`config.mk`:
```
export PLATFORM = sky130hd
export DESIGN_NAME = sbtc_top
export DESIGN_NICKNAME = d
export VERILOG_FILES = /design/src/inc/sbtc_pkg.sv /design/src/inc/sbtc_presc_if.sv /design/src/rtl/sbtc_prescaler.sv /design/src/rtl/sbtc_top.sv
export SDC_FILE = /design/constraint.sdc
export NUM_CORES = 1
export LEC_CHECK = 0
export ABC_AREA = 0
export BUFFER_PORTS_ARGS = -buffer_cell sky130_fd_sc_hd__buf_2
export CORE_MARGIN = 3
export CORE_UTILIZATION = 54
export CTS_BUF_LIST = sky130_fd_sc_hd__clkbuf_8
export DETAILED_ROUTE_END_ITERATION = 8
export MAX_ROUTING_LAYER = met4
export PLACE_DENSITY = 0.91
export RECOVER_POWER = 25
export SETUP_SLACK_MARGIN = 0.4
export SKIP_CTS_REPAIR_TIMING = 1
export SYNTH_ARGS = -nofsm -noshare
export SYNTH_HDL_FRONTEND = slang
export SYNTH_HIERARCHICAL = 1
export SYNTH_SLANG_ARGS = --single-unit
export TNS_END_PERCENT = 10
```
`constraint.sdc`:
```
create_clock -name pclk -period 4.2 [get_ports pclk]
set_input_delay 0.42 -clock pclk [delete_from_list [all_inputs] [get_ports pclk]]
set_output_delay 0.42 -clock pclk [all_outputs]
set_load 0.02 [all_outputs]
```
`src/inc/sbtc_pkg.sv`:
```
// Purpose: shared constants for the sixteen bit timer/counter
// Assumes: APB slave, 32-bit data, one register per aligned word
// Notes: register indices are kept as printed; byte address is four times the index
package sbtc_pkg;

	function automatic logic [11:0] sbtc_addr(input logic [9:0] idx);
		return {idx, 2'b00};
	endfunction

	// ----------------------------------------
	// register indices and byte addresses
	// ----------------------------------------
	localparam logic [9:0] SBTC_IDX_FLAG = 10'h00C;
	localparam logic [9:0] SBTC_IDX_ENABLE = 10'h08C;
	localparam logic [9:0] SBTC_IDX_COUNT_LO = 10'h00E;
	localparam logic [9:0] SBTC_IDX_COUNT_HI = 10'h00F;
	localparam logic [9:0] SBTC_IDX_CTRL = 10'h010;
	localparam logic [11:0] SBTC_ADDR_FLAG = sbtc_addr(SBTC_IDX_FLAG);
	localparam logic [11:0] SBTC_ADDR_ENABLE = sbtc_addr(SBTC_IDX_ENABLE);
	localparam logic [11:0] SBTC_ADDR_COUNT_LO = sbtc_addr(SBTC_IDX_COUNT_LO);
	localparam logic [11:0] SBTC_ADDR_COUNT_HI = sbtc_addr(SBTC_IDX_COUNT_HI);
	localparam logic [11:0] SBTC_ADDR_CTRL = sbtc_addr(SBTC_IDX_CTRL);

	// ----------------------------------------
	// control field positions and reset values
	// ----------------------------------------
	localparam int SBTC_BIT_ON = 0;
	localparam int SBTC_BIT_CS = 1;
	localparam int SBTC_BIT_SYNC = 2;
	localparam int SBTC_BIT_OSCEN = 3;
	localparam int SBTC_BIT_PS_LO = 4;
	localparam int SBTC_BIT_PS_HI = 5;
	localparam int SBTC_BIT_OVF = 0;
	localparam logic [5:0] SBTC_CTRL_RESET = 6'h00;
	localparam logic [15:0] SBTC_COUNT_MAX = 16'hFFFF;
	localparam logic [15:0] SBTC_COUNT_ZERO = 16'h0000;

	// ----------------------------------------
	// timing
	// ----------------------------------------
	localparam int SBTC_INSTR_DIV = 4;
	localparam logic [1:0] SBTC_INSTR_LAST = 2'(SBTC_INSTR_DIV - 1);

	typedef enum logic [1:0] {
		SBTC_ARM_IDLE = 2'b00,
		SBTC_ARM_WAIT_FALL = 2'b01,
		SBTC_ARM_READY = 2'b10
	} sbtc_arm_t;

endpackage

```
`src/inc/sbtc_presc_if.sv`:
```
// Purpose: link between the counter core and its prescaler
// Assumes: one clock domain
// Notes: tick is combinational from the prescaler
`timescale 1ns/1ps
interface sbtc_presc_if;
	logic clear;
	logic [1:0] ratio;
	logic edge_in;
	logic tick;
	modport core (output clear, output ratio, output edge_in, input tick);
	modport presc (input clear, input ratio, input edge_in, output tick);
endinterface

```
`src/rtl/sbtc_prescaler.sv`:
```
// Purpose: 1/2/4/8 input prescaler
// Assumes: edge_in is a one-cycle pulse per input edge
// Notes: clear has priority over counting
`timescale 1ns/1ps
module sbtc_prescaler
	import sbtc_pkg::*;
(
	input wire logic pclk,
	input wire logic presetn,
	sbtc_presc_if.presc pif
);

	logic [2:0] cnt_reg;
	logic [2:0] limit;

	function automatic logic [2:0] ratio_limit(input logic [1:0] r);
		return 3'((4'h1 << r) - 4'h1);
	endfunction

	assign limit = ratio_limit(pif.ratio);
	// divide 1 2 4 8
	assign pif.tick = pif.edge_in && !pif.clear && (cnt_reg >= limit);

	always_ff @(posedge pclk or negedge presetn) begin
		if (!presetn) begin
			cnt_reg <= 3'h0;
		// write clears prescaler
		end else if (pif.clear) begin
			cnt_reg <= 3'h0;
		end else if (pif.edge_in) begin
			cnt_reg <= (cnt_reg >= limit) ? 3'h0 : cnt_reg + 3'h1;
		end
	end
endmodule

```
`src/rtl/sbtc_top.sv`:
```
// Purpose: sixteen bit timer/counter with APB register access
// Assumes: pins are synchronous to pclk; presetn stands for power-on/brown-out reset
// Notes: count bytes have no reset; a single clock models the asynchronous mode
`timescale 1ns/1ps
// Behaviour
// count upward through 0000 to FFFF and wrap back to zero.
// overflow latches flag bit 0; interrupt only when enable bit 0 is set.
// source select 0 counts instruction cycles, 1 counts external rising edges.
// on bit 1 runs counter, 0 stops and holds value.
// capture/compare unit has an input that clears the count.
// crystal enable forces both oscillator pins to inputs, ignoring direction bits.
// prescale field 00,01,10,11 divides by 1,2,4,8.
// control bits 7 and 6 always read zero.
// external source: sync bit 1 bypasses synchroniser; ignored for internal source.
// crystal enable turns the oscillator inverter on, clear shuts it off.
// after enable in counter mode, rising edges ignored until first falling edge.
// counter mode uses oscillator input pin if crystal enabled, else clock pin.
// synchronised mode puts prescaler ahead of the synchroniser stage.
// synchronised counter mode in sleep: count holds, prescaler keeps counting.
// asynchronous mode counts in sleep; enabled overflow wakes the processor.
// asynchronous mode count is no capture/compare time base.
// reads of either count byte always return a valid value.
// software should stop counter before writing count in asynchronous mode.
// software reading two bytes must allow for overflow between reads.
// crystal oscillator up to 200 kHz, mainly 32 kHz, runs during sleep.
// software waits for oscillator start-up before relying on it.
// compare trigger clears count without flag; simultaneous count write wins.
// control clears on reset; count bytes are never reset.
// any count byte write clears the prescaler.
// compare trigger reset may fail in asynchronous counter mode.
// flag sticky until software clears; control write leaves count alone.
module sbtc_top
	import sbtc_pkg::*;
(
	input wire logic pclk,
	input wire logic presetn,
	input wire logic [11:0] paddr,
	input wire logic psel,
	input wire logic penable,
	input wire logic pwrite,
	input wire logic [31:0] pwdata,
	output logic [31:0] prdata,
	output logic pready,
	output logic pslverr,
	input wire logic ext_clock_pin_in,
	input wire logic osc_input_pin_in,
	output logic osc_input_pin_out,
	output logic osc_input_pin_oe,
	output logic osc_output_pin_out,
	output logic osc_output_pin_oe,
	input wire logic [1:0] port_c_data,
	input wire logic [1:0] port_c_direction,
	output logic osc_inverter_en,
	input wire logic sleep_mode,
	input wire logic special_event_trig,
	output logic overflow_irq,
	output logic wake_request,
	output logic timebase_valid,
	output logic [15:0] timebase_count
);

	// ----------------------------------------
	// declarations
	// ----------------------------------------
	logic [5:0] ctrl_reg;
	logic overflow_flag_reg;
	logic overflow_irq_enable_reg;
	logic [15:0] count_reg;
	logic [1:0] count_known_reg;
	logic [1:0] div_reg;
	logic pin_d_reg;
	logic sync_stage_reg;
	logic [31:0] rdata_reg;
	logic pin_in_oe_reg;
	logic pin_out_oe_reg;
	logic [1:0] pin_data_reg;
	sbtc_arm_t arm_reg;
	sbtc_arm_t arm_next;

	logic counter_on;
	logic clock_source_select;
	logic sync_bypass;
	logic crystal_osc_enable;
	logic [1:0] prescale_select;
	logic async_mode;
	logic instr_tick;
	logic sel_pin;
	logic pin_rise;
	logic pin_fall;
	logic ext_rise_ok;
	logic advance;
	logic wr_access;
	logic setup_phase;
	logic wr_lo;
	logic wr_hi;
	logic count_wr;
	logic trig_clear;
	logic ovf_event;
	logic mapped;

	sbtc_presc_if pif ();

	assign counter_on = ctrl_reg[SBTC_BIT_ON];
	assign clock_source_select = ctrl_reg[SBTC_BIT_CS];
	assign sync_bypass = ctrl_reg[SBTC_BIT_SYNC];
	assign crystal_osc_enable = ctrl_reg[SBTC_BIT_OSCEN];
	assign prescale_select = ctrl_reg[SBTC_BIT_PS_HI:SBTC_BIT_PS_LO];
	// bypass only meaningful for external source
	assign async_mode = clock_source_select && sync_bypass;

	// ----------------------------------------
	// apb decode
	// ----------------------------------------
	assign pready = 1'b1;
	assign setup_phase = psel && !penable;
	assign wr_access = psel && penable && pwrite;
	assign wr_lo = wr_access && (paddr == SBTC_ADDR_COUNT_LO);
	assign wr_hi = wr_access && (paddr == SBTC_ADDR_COUNT_HI);
	assign count_wr = wr_lo || wr_hi;
	assign mapped = (paddr == SBTC_ADDR_FLAG) || (paddr == SBTC_ADDR_ENABLE) ||
		(paddr == SBTC_ADDR_COUNT_LO) || (paddr == SBTC_ADDR_COUNT_HI) ||
		(paddr == SBTC_ADDR_CTRL);
	assign pslverr = psel && penable && !mapped;
	assign prdata = rdata_reg;

	// ----------------------------------------
	// control registers
	// ----------------------------------------
	// control clears on reset
	always_ff @(posedge pclk or negedge presetn) begin
		if (!presetn) begin
			ctrl_reg <= SBTC_CTRL_RESET;
		// upper bits not stored
		end else if (wr_access && (paddr == SBTC_ADDR_CTRL)) begin
			ctrl_reg <= pwdata[5:0];
		end
	end

	always_ff @(posedge pclk or negedge presetn) begin
		if (!presetn) begin
			overflow_irq_enable_reg <= 1'b0;
		end else if (wr_access && (paddr == SBTC_ADDR_ENABLE)) begin
			overflow_irq_enable_reg <= pwdata[SBTC_BIT_OVF];
		end
	end

	// sticky flag, set beats clear
	always_ff @(posedge pclk or negedge presetn) begin
		if (!presetn) begin
			overflow_flag_reg <= 1'b0;
		end else if (wr_access && (paddr == SBTC_ADDR_FLAG)) begin
			overflow_flag_reg <= pwdata[SBTC_BIT_OVF] | ovf_event;
		end else if (ovf_event) begin
			overflow_flag_reg <= 1'b1;
		end
	end

	// snapshot taken in setup, stable in access
	always_ff @(posedge pclk or negedge presetn) begin
		if (!presetn) begin
			rdata_reg <= 32'h00000000;
		end else if (setup_phase && !pwrite) begin
			case (paddr)
				SBTC_ADDR_FLAG: rdata_reg <= {31'h00000000, overflow_flag_reg};
				SBTC_ADDR_ENABLE: rdata_reg <= {31'h00000000, overflow_irq_enable_reg};
				SBTC_ADDR_COUNT_LO: rdata_reg <= {24'h000000, count_reg[7:0]};
				SBTC_ADDR_COUNT_HI: rdata_reg <= {24'h000000, count_reg[15:8]};
				// bits 7 and 6 read zero
				SBTC_ADDR_CTRL: rdata_reg <= {26'h0000000, ctrl_reg};
				default: rdata_reg <= 32'h00000000;
			endcase
		end
	end

	// ----------------------------------------
	// clock sources
	// ----------------------------------------
	// instruction cycle is pclk divided by four
	always_ff @(posedge pclk or negedge presetn) begin
		if (!presetn) begin
			div_reg <= 2'h0;
		end else begin
			div_reg <= div_reg + 2'h1;
		end
	end
	assign instr_tick = (div_reg == SBTC_INSTR_LAST);

	// pick count pin
	assign sel_pin = crystal_osc_enable ? osc_input_pin_in : ext_clock_pin_in;

	always_ff @(posedge pclk or negedge presetn) begin
		if (!presetn) begin
			pin_d_reg <= 1'b0;
		end else begin
			pin_d_reg <= sel_pin;
		end
	end
	assign pin_rise = sel_pin && !pin_d_reg;
	assign pin_fall = !sel_pin && pin_d_reg;

	// arm on first falling edge
	always_comb begin
		arm_next = arm_reg;
		case (arm_reg)
			SBTC_ARM_IDLE: begin
				if (counter_on && clock_source_select) begin
					arm_next = SBTC_ARM_WAIT_FALL;
				end
			end
			SBTC_ARM_WAIT_FALL: begin
				if (!(counter_on && clock_source_select)) begin
					arm_next = SBTC_ARM_IDLE;
				end else if (pin_fall) begin
					arm_next = SBTC_ARM_READY;
				end
			end
			SBTC_ARM_READY: begin
				if (!(counter_on && clock_source_select)) begin
					arm_next = SBTC_ARM_IDLE;
				end
			end
			default: arm_next = SBTC_ARM_IDLE;
		endcase
	end

	always_ff @(posedge pclk or negedge presetn) begin
		if (!presetn) begin
			arm_reg <= SBTC_ARM_IDLE;
		end else begin
			arm_reg <= arm_next;
		end
	end
	assign ext_rise_ok = (arm_reg == SBTC_ARM_READY) && pin_rise;

	// ----------------------------------------
	// prescaler and synchroniser stage
	// ----------------------------------------
	// prescaler sees edges even in sleep; instruction clock stops in sleep
	assign pif.edge_in = counter_on &&
		(clock_source_select ? ext_rise_ok : (instr_tick && !sleep_mode));
	assign pif.ratio = prescale_select;
	assign pif.clear = count_wr;

	sbtc_prescaler u_presc (
		.pclk(pclk),
		.presetn(presetn),
		.pif(pif)
	);

	// sync stage after prescaler
	always_ff @(posedge pclk or negedge presetn) begin
		if (!presetn) begin
			sync_stage_reg <= 1'b0;
		end else begin
			sync_stage_reg <= pif.tick && !async_mode;
		end
	end

	// on bit gates advance
	// synchroniser off in sleep
	// asynchronous path keeps counting in sleep
	assign advance = counter_on &&
		(async_mode ? pif.tick : (sync_stage_reg && !sleep_mode));

	// ----------------------------------------
	// sixteen bit count
	// ----------------------------------------
	// compare unit clear input
	assign trig_clear = special_event_trig && !count_wr;
	// overflow when all ones advance
	assign ovf_event = advance && !count_wr && !trig_clear && (count_reg == SBTC_COUNT_MAX);

	// count never reset
	always_ff @(posedge pclk) begin
		// write wins over trigger
		// write on an increment just overrides it
		if (wr_lo) begin
			count_reg[7:0] <= pwdata[7:0];
		end else if (wr_hi) begin
			count_reg[15:8] <= pwdata[7:0];
		// trigger clears, flag untouched
		end else if (trig_clear) begin
			count_reg <= SBTC_COUNT_ZERO;
		// wraps through zero
		end else if (advance) begin
			count_reg <= count_reg + 16'h0001;
		end
	end

	always_ff @(posedge pclk or negedge presetn) begin
		if (!presetn) begin
			count_known_reg <= 2'h0;
		end else begin
			count_known_reg <= count_known_reg | {wr_hi || trig_clear, wr_lo || trig_clear};
		end
	end

	// ----------------------------------------
	// outputs
	// ----------------------------------------
	// irq gated by enable
	assign overflow_irq = overflow_flag_reg && overflow_irq_enable_reg;
	// wake only from asynchronous mode
	assign wake_request = overflow_irq && sleep_mode && async_mode;
	// no time base in asynchronous mode
	assign timebase_valid = (&count_known_reg) && !async_mode;
	assign timebase_count = (&count_known_reg) ? count_reg : SBTC_COUNT_ZERO;
	// inverter follows crystal enable
	// not gated by sleep so the crystal keeps running
	assign osc_inverter_en = crystal_osc_enable;

	// crystal enable overrides direction bits
	always_ff @(posedge pclk or negedge presetn) begin
		if (!presetn) begin
			pin_in_oe_reg <= 1'b0;
			pin_out_oe_reg <= 1'b0;
			pin_data_reg <= 2'h0;
		end else begin
			pin_in_oe_reg <= !crystal_osc_enable && !port_c_direction[1];
			pin_out_oe_reg <= !crystal_osc_enable && !port_c_direction[0];
			pin_data_reg <= port_c_data;
		end
	end
	assign osc_input_pin_oe = pin_in_oe_reg;
	assign osc_output_pin_oe = pin_out_oe_reg;
	assign osc_input_pin_out = pin_data_reg[1];
	assign osc_output_pin_out = pin_data_reg[0];
endmodule

```
==> results_tabular.tex, run 1 <==
\begin{tabular}{lr}
\hline
Metric & Value \\
\hline
\multicolumn{2}{l}{\textbf{Route}} \\
Average detailed-routed wire length per instance & 16.5 um \\
Vias per std cell & 5.79 \\
Initial DRC Count & 237 \\
Uppermost metal layer occupied by signal nets & met4 \\
Metal3 WL & 586 um \\
Total length of routed wires & around 6.9 mm \\
Drt first pass iters & 5 \\
Sum of routed wire segments on met1 & 2.87 mm \\
Total via count in the routed design & 2,413 \\
Met2 layer wire length in the routed design & 3.32 mm \\
Detailed-route DRC error count & 0 \\
Antenna viol nets, final & 0 \\
\multicolumn{2}{l}{\textbf{CTS}} \\
Clock latency at the later pin of the worst-skew pair & 300 ps \\
CTS tree & yes \\
Bufs on Longest Clock Path & 2 \\
Maximum level of the CTS H-tree & 2 \\
Total CTS buffers & 5 \\
Clock root buffer & clkbuf\_8 \\
Reg clk slew, reported paths & 80 ps \\
CTS sink count & 47 \\
\multicolumn{2}{l}{\textbf{Global routing}} \\
Global route overflow & 0 \\
First-pass GRT wire length & 10.8 mm \\
Vias in the first global route & about 2,200 \\
Total Routing Usage GR & 0.230 \\
Antenna violations before repair & 0 \\
Largest net degree at the start of global routing & 32 \\
\multicolumn{2}{l}{\textbf{Finish}} \\
Number of diodes & 0 \\
Ratio of cells with drive above 1 in the final layout & 0.286 \\
Largest register FFs & 16 \\
Syn-to-layout area delta & 12.5\% \\
Final design area excluding fillers & approximately 0.0032 mm\^{}2 \\
Final net count & 412 \\
\multicolumn{2}{l}{\textbf{Synth}} \\
Area share of xor/xnor cells in the synthesized design & 0.0425 \\
Largest family of logic cells by synthesized area & simple AND/OR/NAND/NOR gates \\
Most common cell in the netlist & dfrtp\_1 \\
Async set or reset register ratio after synthesis & 0.660 \\
Dominant cells by area after synthesis & dfrtp\_1, edfxtp\_1, buf\_4, mux2\_2, and3\_1 \\
Flip-flop cell with the highest count after synthesis & dfrtp\_1 \\
Number of distinct library cells after synthesis & 55 \\
Largest area contributor in the synthesized netlist & dfrtp\_1 \\
Proportion of synthesized area in mux cells & 0.0647 \\
Cell area after technology mapping & slightly below 0.003 mm\^{}2 \\
Register bit total from synthesis & 47 \\
Most frequent cells after synthesis & dfrtp\_1, buf\_4, and3\_1, nand2\_1 \\
Cells after synthesis & around 290 \\
Share of the yosys chip area belonging to registers & 0.436 \\
Yosys warning total & 6 \\
Fraction of the mapped netlist area in adder cells & 0.0260 \\
Share of the synthesized area in the top cell type & 0.269 \\
Fraction of the mapped netlist area in simple logic gates & 0.232 \\
Post-synthesis compound-gate area fraction & 0.109 \\
Avg Cell Area, Syn & 10.1 um\^{}2 \\
Number of flops mapped to enable cells by yosys & 16 \\
\multicolumn{2}{l}{\textbf{Placed design}} \\
Setup Slack @ Placement & 1260 ps \\
Placed standard-cell area & 0.00316 mm\^{}2 \\
Detailed placement HPWL & approximately 5.2 mm \\
IO buf count & 65 \\
Final GP Congestion & 0.929 \\
\multicolumn{2}{l}{\textbf{Pwr}} \\
Power spent charging and discharging nets & approximately 0.27 mW \\
Switching share of power & 0.287 \\
Leak & 1.48 nW \\
Comb pwr share & 0.169 \\
Cell internal pwr & $\sim$0.66 mW \\
Peak ir drop on the vdd network & 0.000215 V \\
Clock share of power & 0.275 \\
Power per cell area & 288 mW/mm\^{}2 \\
Total design power & 0.932 mW \\
Relative contribution of sequential cells to total power & 0.556 \\
\multicolumn{2}{l}{\textbf{Worst hold path}} \\
Hold Crit Start & port\_c\_data[1] \\
Tightest Hold Check Type & in2reg \\
\multicolumn{2}{l}{\textbf{Setup path}} \\
Ordered list of cells on the worst path & mux2i\_1 -> nor3\_1 -> a22oi\_1 -> nor2b\_1 -> and3b\_2 -> nand3\_1 -> nand2\_1 -> nand2\_1 -> a21oi\_1 \\
CP Max Fanout & 8 \\
Cell class contributing the biggest share of worst-path delay & simple AND/OR/NAND/NOR gates \\
CP bufs+invs & 0 \\
Critical path launch point type & flop \\
WP data required & 4130 ps \\
Crit-path slowest cell & a21oi\_1 \\
Crit path kind & reg2reg \\
Startpoint of the worst-slack reg-to-reg timing path & ctrl\_reg[3] \\
Arr. time, crit path & 2860 ps \\
Critical path capture point type & flop \\
Crit path launch & ctrl\_reg[3] \\
Cell type with the highest occurrence count on the critical path & nand2\_1 \\
Worst path max stage delay & 710 ps \\
\multicolumn{2}{l}{\textbf{Timing}} \\
Measured slew at the worst slew-check pin & 1600 ps \\
Setup slack of the critical path after layout & about 1300 ps \\
Maximum clock skew at final layout & about 4 ps \\
Peak clock frequency supported by timing & 341 MHz \\
Period utilisation layout & 0.699 \\
Setup TNS & 0 ps \\
Tightest hold margin & 226 ps \\
Headroom to the max-slew limit & -0.0646 \\
Min cycle time layout & 2930 ps \\
Count of pins over their slew limit & 32 \\
RSZ-0062 raised after global routing & no \\
Hold Fails Final Rpt & 0 \\
\# setup viols final & 0 \\
\multicolumn{2}{l}{\textbf{Die}} \\
Initial core utilization & 0.583 \\
Area of the placeable core & 0.00494 mm\^{}2 \\
Cell Rows & 25 \\
Die boundary height & 79.1 um \\
Number of placed I/O pins & about 120 \\
Horizontal extent of the die & around 79 um \\
Full die area & approximately 0.0063 mm\^{}2 \\
\multicolumn{2}{l}{\textbf{Job}} \\
Max-cap violation count & 1 \\
\multicolumn{2}{l}{\textbf{Status}} \\
Violations in the final reports & max-capacitance violations, max-slew violations \\
Result of the run & finished, violations left \\
\hline
\end{tabular}
-- worst reg2reg max path, stage by stage (launching register included) --
cell	delay [ps]
dfrtp_1	460
mux2i_1	180
nor3_1	200
a22oi_1	90
nor2b_1	400
and3b_2	280
nand3_1	70
nand2_1	70
nand2_1	90
a21oi_1	710
-- path summary, 6_finish.rpt --
path | cells after the start | slack, ps | end
max | 9 | 1270 | count_reg[8]
min in group asynchronous | 1 | 510 | prdata[6]
max in group asynchronous | 1 | 2760 | div_reg[1]
max reg2reg | 9 | 1270 | count_reg[8]
min | 1 | 230 | pin_data_reg[1]
min reg2reg | 1 | 430 | div_reg[0]
-- kinds of logic after synthesis --
logic type | Yosys count
and+or+nand+nor | 114
DFF | 47
AOI/OAI and AO/OA | 45
buffers and inverters | 40
muxes | 17
xor gates and xnor gates | 14
adders and majority gates | 6
other | 2
-- cell type report --
type,instances,area [um^2]
inverter,8,30.0
multi-input combinational,221,1460
fill,417,1700
clock inverter,3,11.3
sequential,47,1260
tap,67,83.8
timing repair buffer,66,332
clock buffer,5,68.8
-- cells in the final DEF (no fill, tap or decap), types with 2 or more instances in the layout --
cell / netlist / routed
nor3_1: 4 / 4
nor2_1: 16 / 16
clkinv_1: 0 / 2
and4_1: 2 / 2
and3_1: 21 / 21
clkbuf_8: 0 / 5
dfrtp_1: 31 / 31
buf_2: 1 / 64
nand3_1: 15 / 15
nand3b_1: 3 / 3
and2_1: 3 / 3
o21ai_1: 7 / 7
xor2_1: 3 / 3
mux2_2: 13 / 13
xnor2_1: 11 / 11
a22oi_1: 6 / 6
nand2b_1: 3 / 3
a22o_1: 9 / 9
a21oi_2: 2 / 2
nor2_2: 3 / 3
inv_1: 8 / 9
nand4_1: 5 / 5
or3_1: 2 / 2
ha_1: 6 / 6
nand2_1: 21 / 21
mux2i_1: 4 / 4
a21oi_1: 8 / 8
conb_1: 2 / 25
o21ai_0: 5 / 5
edfxtp_1: 16 / 16
-- through the flow --
stage,cells,utilization
final,417,0.656
after global routing,417,0.656
after CTS,417,0.656
after detailed placement,409,0.640
after global placement,409,0.640
after floorplan,308,-
-- power groups by stage --
stage | registers [mW] | logic [mW] | clock network (mW)
after floorplan | 0.536 | 0.103 | 0
after global placement | 0.527 | 0.154 | 0
after detailed placement | 0.527 | 0.157 | 0
after CTS | 0.518 | 0.158 | 0.255
after global routing | 0.522 | 0.171 | 0.274
final | 0.518 | 0.158 | 0.256
-- metal layers --
layer | global-route usage | vias up
met4 | 0.0876 | 0
met3 | 0.0249 | 12
met2 | 0.368 | 152
met5 | - | -
met1 | 0.304 | 1142
li1 | - | 1107
No activity file was read; power rests on OpenSTA's default activity.
==> run 2, diff against run 1 <==
--- a/config.mk
+++ b/config.mk
@@ -8,11 +8,11 @@
 export ABC_AREA = 0
 export BUFFER_PORTS_ARGS = -buffer_cell sky130_fd_sc_hd__buf_2
 export CORE_MARGIN = 3
-export CORE_UTILIZATION = 54
+export CORE_UTILIZATION = 46
 export CTS_BUF_LIST = sky130_fd_sc_hd__clkbuf_8
 export DETAILED_ROUTE_END_ITERATION = 8
 export MAX_ROUTING_LAYER = met4
-export PLACE_DENSITY = 0.91
+export PLACE_DENSITY = 0.82
 export RECOVER_POWER = 25
 export SETUP_SLACK_MARGIN = 0.4
 export SKIP_CTS_REPAIR_TIMING = 1
==> constraint.sdc (replaced) <==
create_clock -name pclk -period 2.54 [get_ports pclk]
set_input_delay 0.254 -clock pclk [delete_from_list [all_inputs] [get_ports pclk]]
set_output_delay 0.254 -clock pclk [all_outputs]
set_load 0.02 [all_outputs]
==> results_tabular.tex, run 2 (synthesis gave the netlist of run 1 again) <==
\begin{tabular}{lr}
\hline
Metric & Value \\
\hline
\multicolumn{2}{l}{\textbf{Timing}} \\
\# setup viols final & 0 (unchanged) \\
Setup slack of the critical path after layout & 232 ps (-1030 ps) \\
Hold Fails Final Rpt & 0 (unchanged) \\
RSZ-0062 raised after global routing & yes \\
Peak clock frequency supported by timing & 433 MHz (+27\%) \\
Period utilisation layout & 0.909 (+0.210) \\
Min cycle time layout & 2310 ps (-627 ps) \\
Maximum clock skew at final layout & 9.83 ps (+5.88 ps) \\
Measured slew at the worst slew-check pin & 1690 ps (+93.2 ps) \\
Setup TNS & 0 ps (unchanged) \\
Headroom to the max-slew limit & -0.127 (-0.0622) \\
Count of pins over their slew limit & 32 (unchanged) \\
\multicolumn{2}{l}{\textbf{Global routing}} \\
Total Routing Usage GR & 0.203 (-0.0267) \\
Vias in the first global route & 2,315 (+4.9\%) \\
First-pass GRT wire length & 11.3 mm (+4.3\%) \\
Largest net degree at the start of global routing & 32 (unchanged) \\
Global route overflow & 0 (unchanged) \\
Antenna violations before repair & 0 (unchanged) \\
\multicolumn{2}{l}{\textbf{Die}} \\
Area of the placeable core & 0.00599 mm\^{}2 (+21\%) \\
Die boundary height & 85.2 um (+7.7\%) \\
Full die area & 0.00725 mm\^{}2 (+16\%) \\
Cell Rows & 28 (+12\%) \\
Initial core utilization & 0.481 (-0.102) \\
Number of placed I/O pins & 115 (unchanged) \\
Horizontal extent of the die & 85.2 um (+7.7\%) \\
\multicolumn{2}{l}{\textbf{CTS}} \\
CTS tree & yes \\
Clock latency at the later pin of the worst-skew pair & 310 ps (about the same) \\
Total CTS buffers & 5 (unchanged) \\
Reg clk slew, reported paths & 100 ps (+20 ps) \\
Clock root buffer & clkbuf\_8 \\
CTS sink count & 47 (unchanged) \\
Bufs on Longest Clock Path & 2 (unchanged) \\
Maximum level of the CTS H-tree & 2 (unchanged) \\
\multicolumn{2}{l}{\textbf{Finish}} \\
Final design area excluding fillers & 0.00344 mm\^{}2 (+6.0\%) \\
Top library cells by usage in the layout, fill and taps aside & buf\_2, dfrtp\_1, conb\_1 \\
Ratio of cells with drive above 1 in the final layout & 0.340 (+0.0541) \\
Final net count & 424 (+2.9\%) \\
Syn-to-layout area delta & 19.2\% \\
Number of diodes & 0 (unchanged) \\
Largest register FFs & 16 (unchanged) \\
Most common cell after layout, fill and taps aside & buf\_2 \\
\multicolumn{2}{l}{\textbf{Pwr}} \\
Peak ir drop on the vdd network & 0.000360 V (+68\%) \\
Comb pwr share & 0.166 (-0.003) \\
Power per cell area & 470 mW/mm\^{}2 (+64\%) \\
Power spent charging and discharging nets & 0.474 mW (+77\%) \\
Clock share of power & 0.303 (+0.028) \\
Switching share of power & 0.293 (+0.00585) \\
Relative contribution of sequential cells to total power & 0.530 (-0.026) \\
Leak & 1.57 nW (+6.1\%) \\
Cell internal pwr & 1.14 mW (+72\%) \\
\multicolumn{2}{l}{\textbf{Route}} \\
Total length of routed wires & 7.37 mm (+7.0\%) \\
Average detailed-routed wire length per instance & 16.9 um (+2.1\%) \\
Initial DRC Count & 219 (-7.6\%) \\
Vias per std cell & 5.56 (-3.9\%) \\
Drt first pass iters & 5 (unchanged) \\
Uppermost metal layer occupied by signal nets & met4 \\
Met2 layer wire length in the routed design & 3.44 mm (+3.6\%) \\
Detailed-route DRC error count & 0 (unchanged) \\
Metal3 WL & 575 um (-1.9\%) \\
Sum of routed wire segments on met1 & 3.23 mm (+12\%) \\
Total via count in the routed design & 2,431 (+0.75\%) \\
Antenna viol nets, final & 0 (unchanged) \\
\multicolumn{2}{l}{\textbf{Setup path}} \\
Slack of the worst reg-to-reg path & 230 ps (-1030 ps) \\
CP Max Fanout & 8 (unchanged) \\
WP data required & 2520 ps (-1610 ps) \\
Crit path kind & reg2reg \\
Critical path capture point type & flop \\
Critical path launch point type & flop \\
Arr. time, crit path & 2290 ps (-570 ps) \\
\multicolumn{2}{l}{\textbf{Job}} \\
Max-cap violation count & 1 (unchanged) \\
\multicolumn{2}{l}{\textbf{Placed design}} \\
IO buf count & 65 (unchanged) \\
Setup Slack @ Placement & 148 ps (-1110 ps) \\
Placed standard-cell area & 0.00324 mm\^{}2 (+2.6\%) \\
Detailed placement HPWL & 5.38 mm (+2.5\%) \\
Final GP Congestion & 0.950 (+2.3\%) \\
\multicolumn{2}{l}{\textbf{Worst hold path}} \\
Tightest Hold Check Type & in2reg \\
\multicolumn{2}{l}{\textbf{Status}} \\
Violations in the final reports & max-capacitance violations, max-slew violations \\
Result of the run & finished, violations left \\
\hline
\end{tabular}
==> run 2: changes by cell type in the layout (fill, tap and decap cells not counted), sizes merged <==
cell	change
buf	+12
clkbuf	+1
clkinv	-1
==> run 2: worst paths after layout <==
path	startpoint	end	cells past startpoint
worst min-delay path	port_c_data[1]	pin_data_reg[1]	1
worst min register to register	div_reg[0]	div_reg[0]	1
max in group asynchronous	presetn	ctrl_reg[3]	1
worst max-delay path	ctrl_reg[4]	count_reg[7]	9
min in group asynchronous	presetn	u_presc/cnt_reg[0]	1
worst max register to register	ctrl_reg[4]	count_reg[7]	9
==> run 2: metal layers <==
layer / global-route usage / up-vias
met5: - / -
met4: 0.0662 / 0
met3: 0.0359 / 11
met2: 0.314 / 137
met1: 0.272 / 1151
li1: - / 1132
==> run 2: area by class of cell <==
| class | count | area (um^2) |
|---|---|---|
| Clock buffer | 6 | 82.6 |
| Clock inverter | 2 | 15.0 |
| Fill cell | 525 | 2550 |
| Inverter | 8 | 30.0 |
| Multi-Input combinational cell | 221 | 1520 |
| Sequential cell | 47 | 1260 |
| Tap cell | 75 | 93.8 |
| Timing Repair Buffer | 78 | 434 |
==> run 2: power groups by stage <==
stage	clock, mW	combinational (mW)	sequential (mW)
finish	0.490	0.269	0.857
detailed placement	0	0.264	0.872
global placement	0	0.261	0.870
global route	0.534	0.290	0.863
floorplan	0	0.173	0.885
CTS	0.501	0.266	0.856
==> run 2: through the flow <==
| step | hold slack [ps] | util | total power [mW] | instances |
|---|---|---|---|---|
| 3_5_place_dp | 336 | 0.542 | 1.14 | 421 |
| 4_1_cts | 1.21 | 0.558 | 1.62 | 429 |
| 5_1_grt | 36.6 | 0.574 | 1.69 | 437 |
| 6_report | 55.6 | 0.574 | 1.62 | 437 |
| 2_1_floorplan | -41.6 | - | 1.06 | 308 |
| 3_3_place_gp | 325 | 0.542 | 1.13 | 421 |
==> run 2: worst max-delay path, stage by stage (launching register included) <==
cell and delay, ps:
dfrtp_1 430, or2_4 270, ha_4 270, nor2b_4 40, o21ai_4 160, and3b_2 220, nand3_2 80, nand2_2 90
nand2_4 90, a21oi_4 320
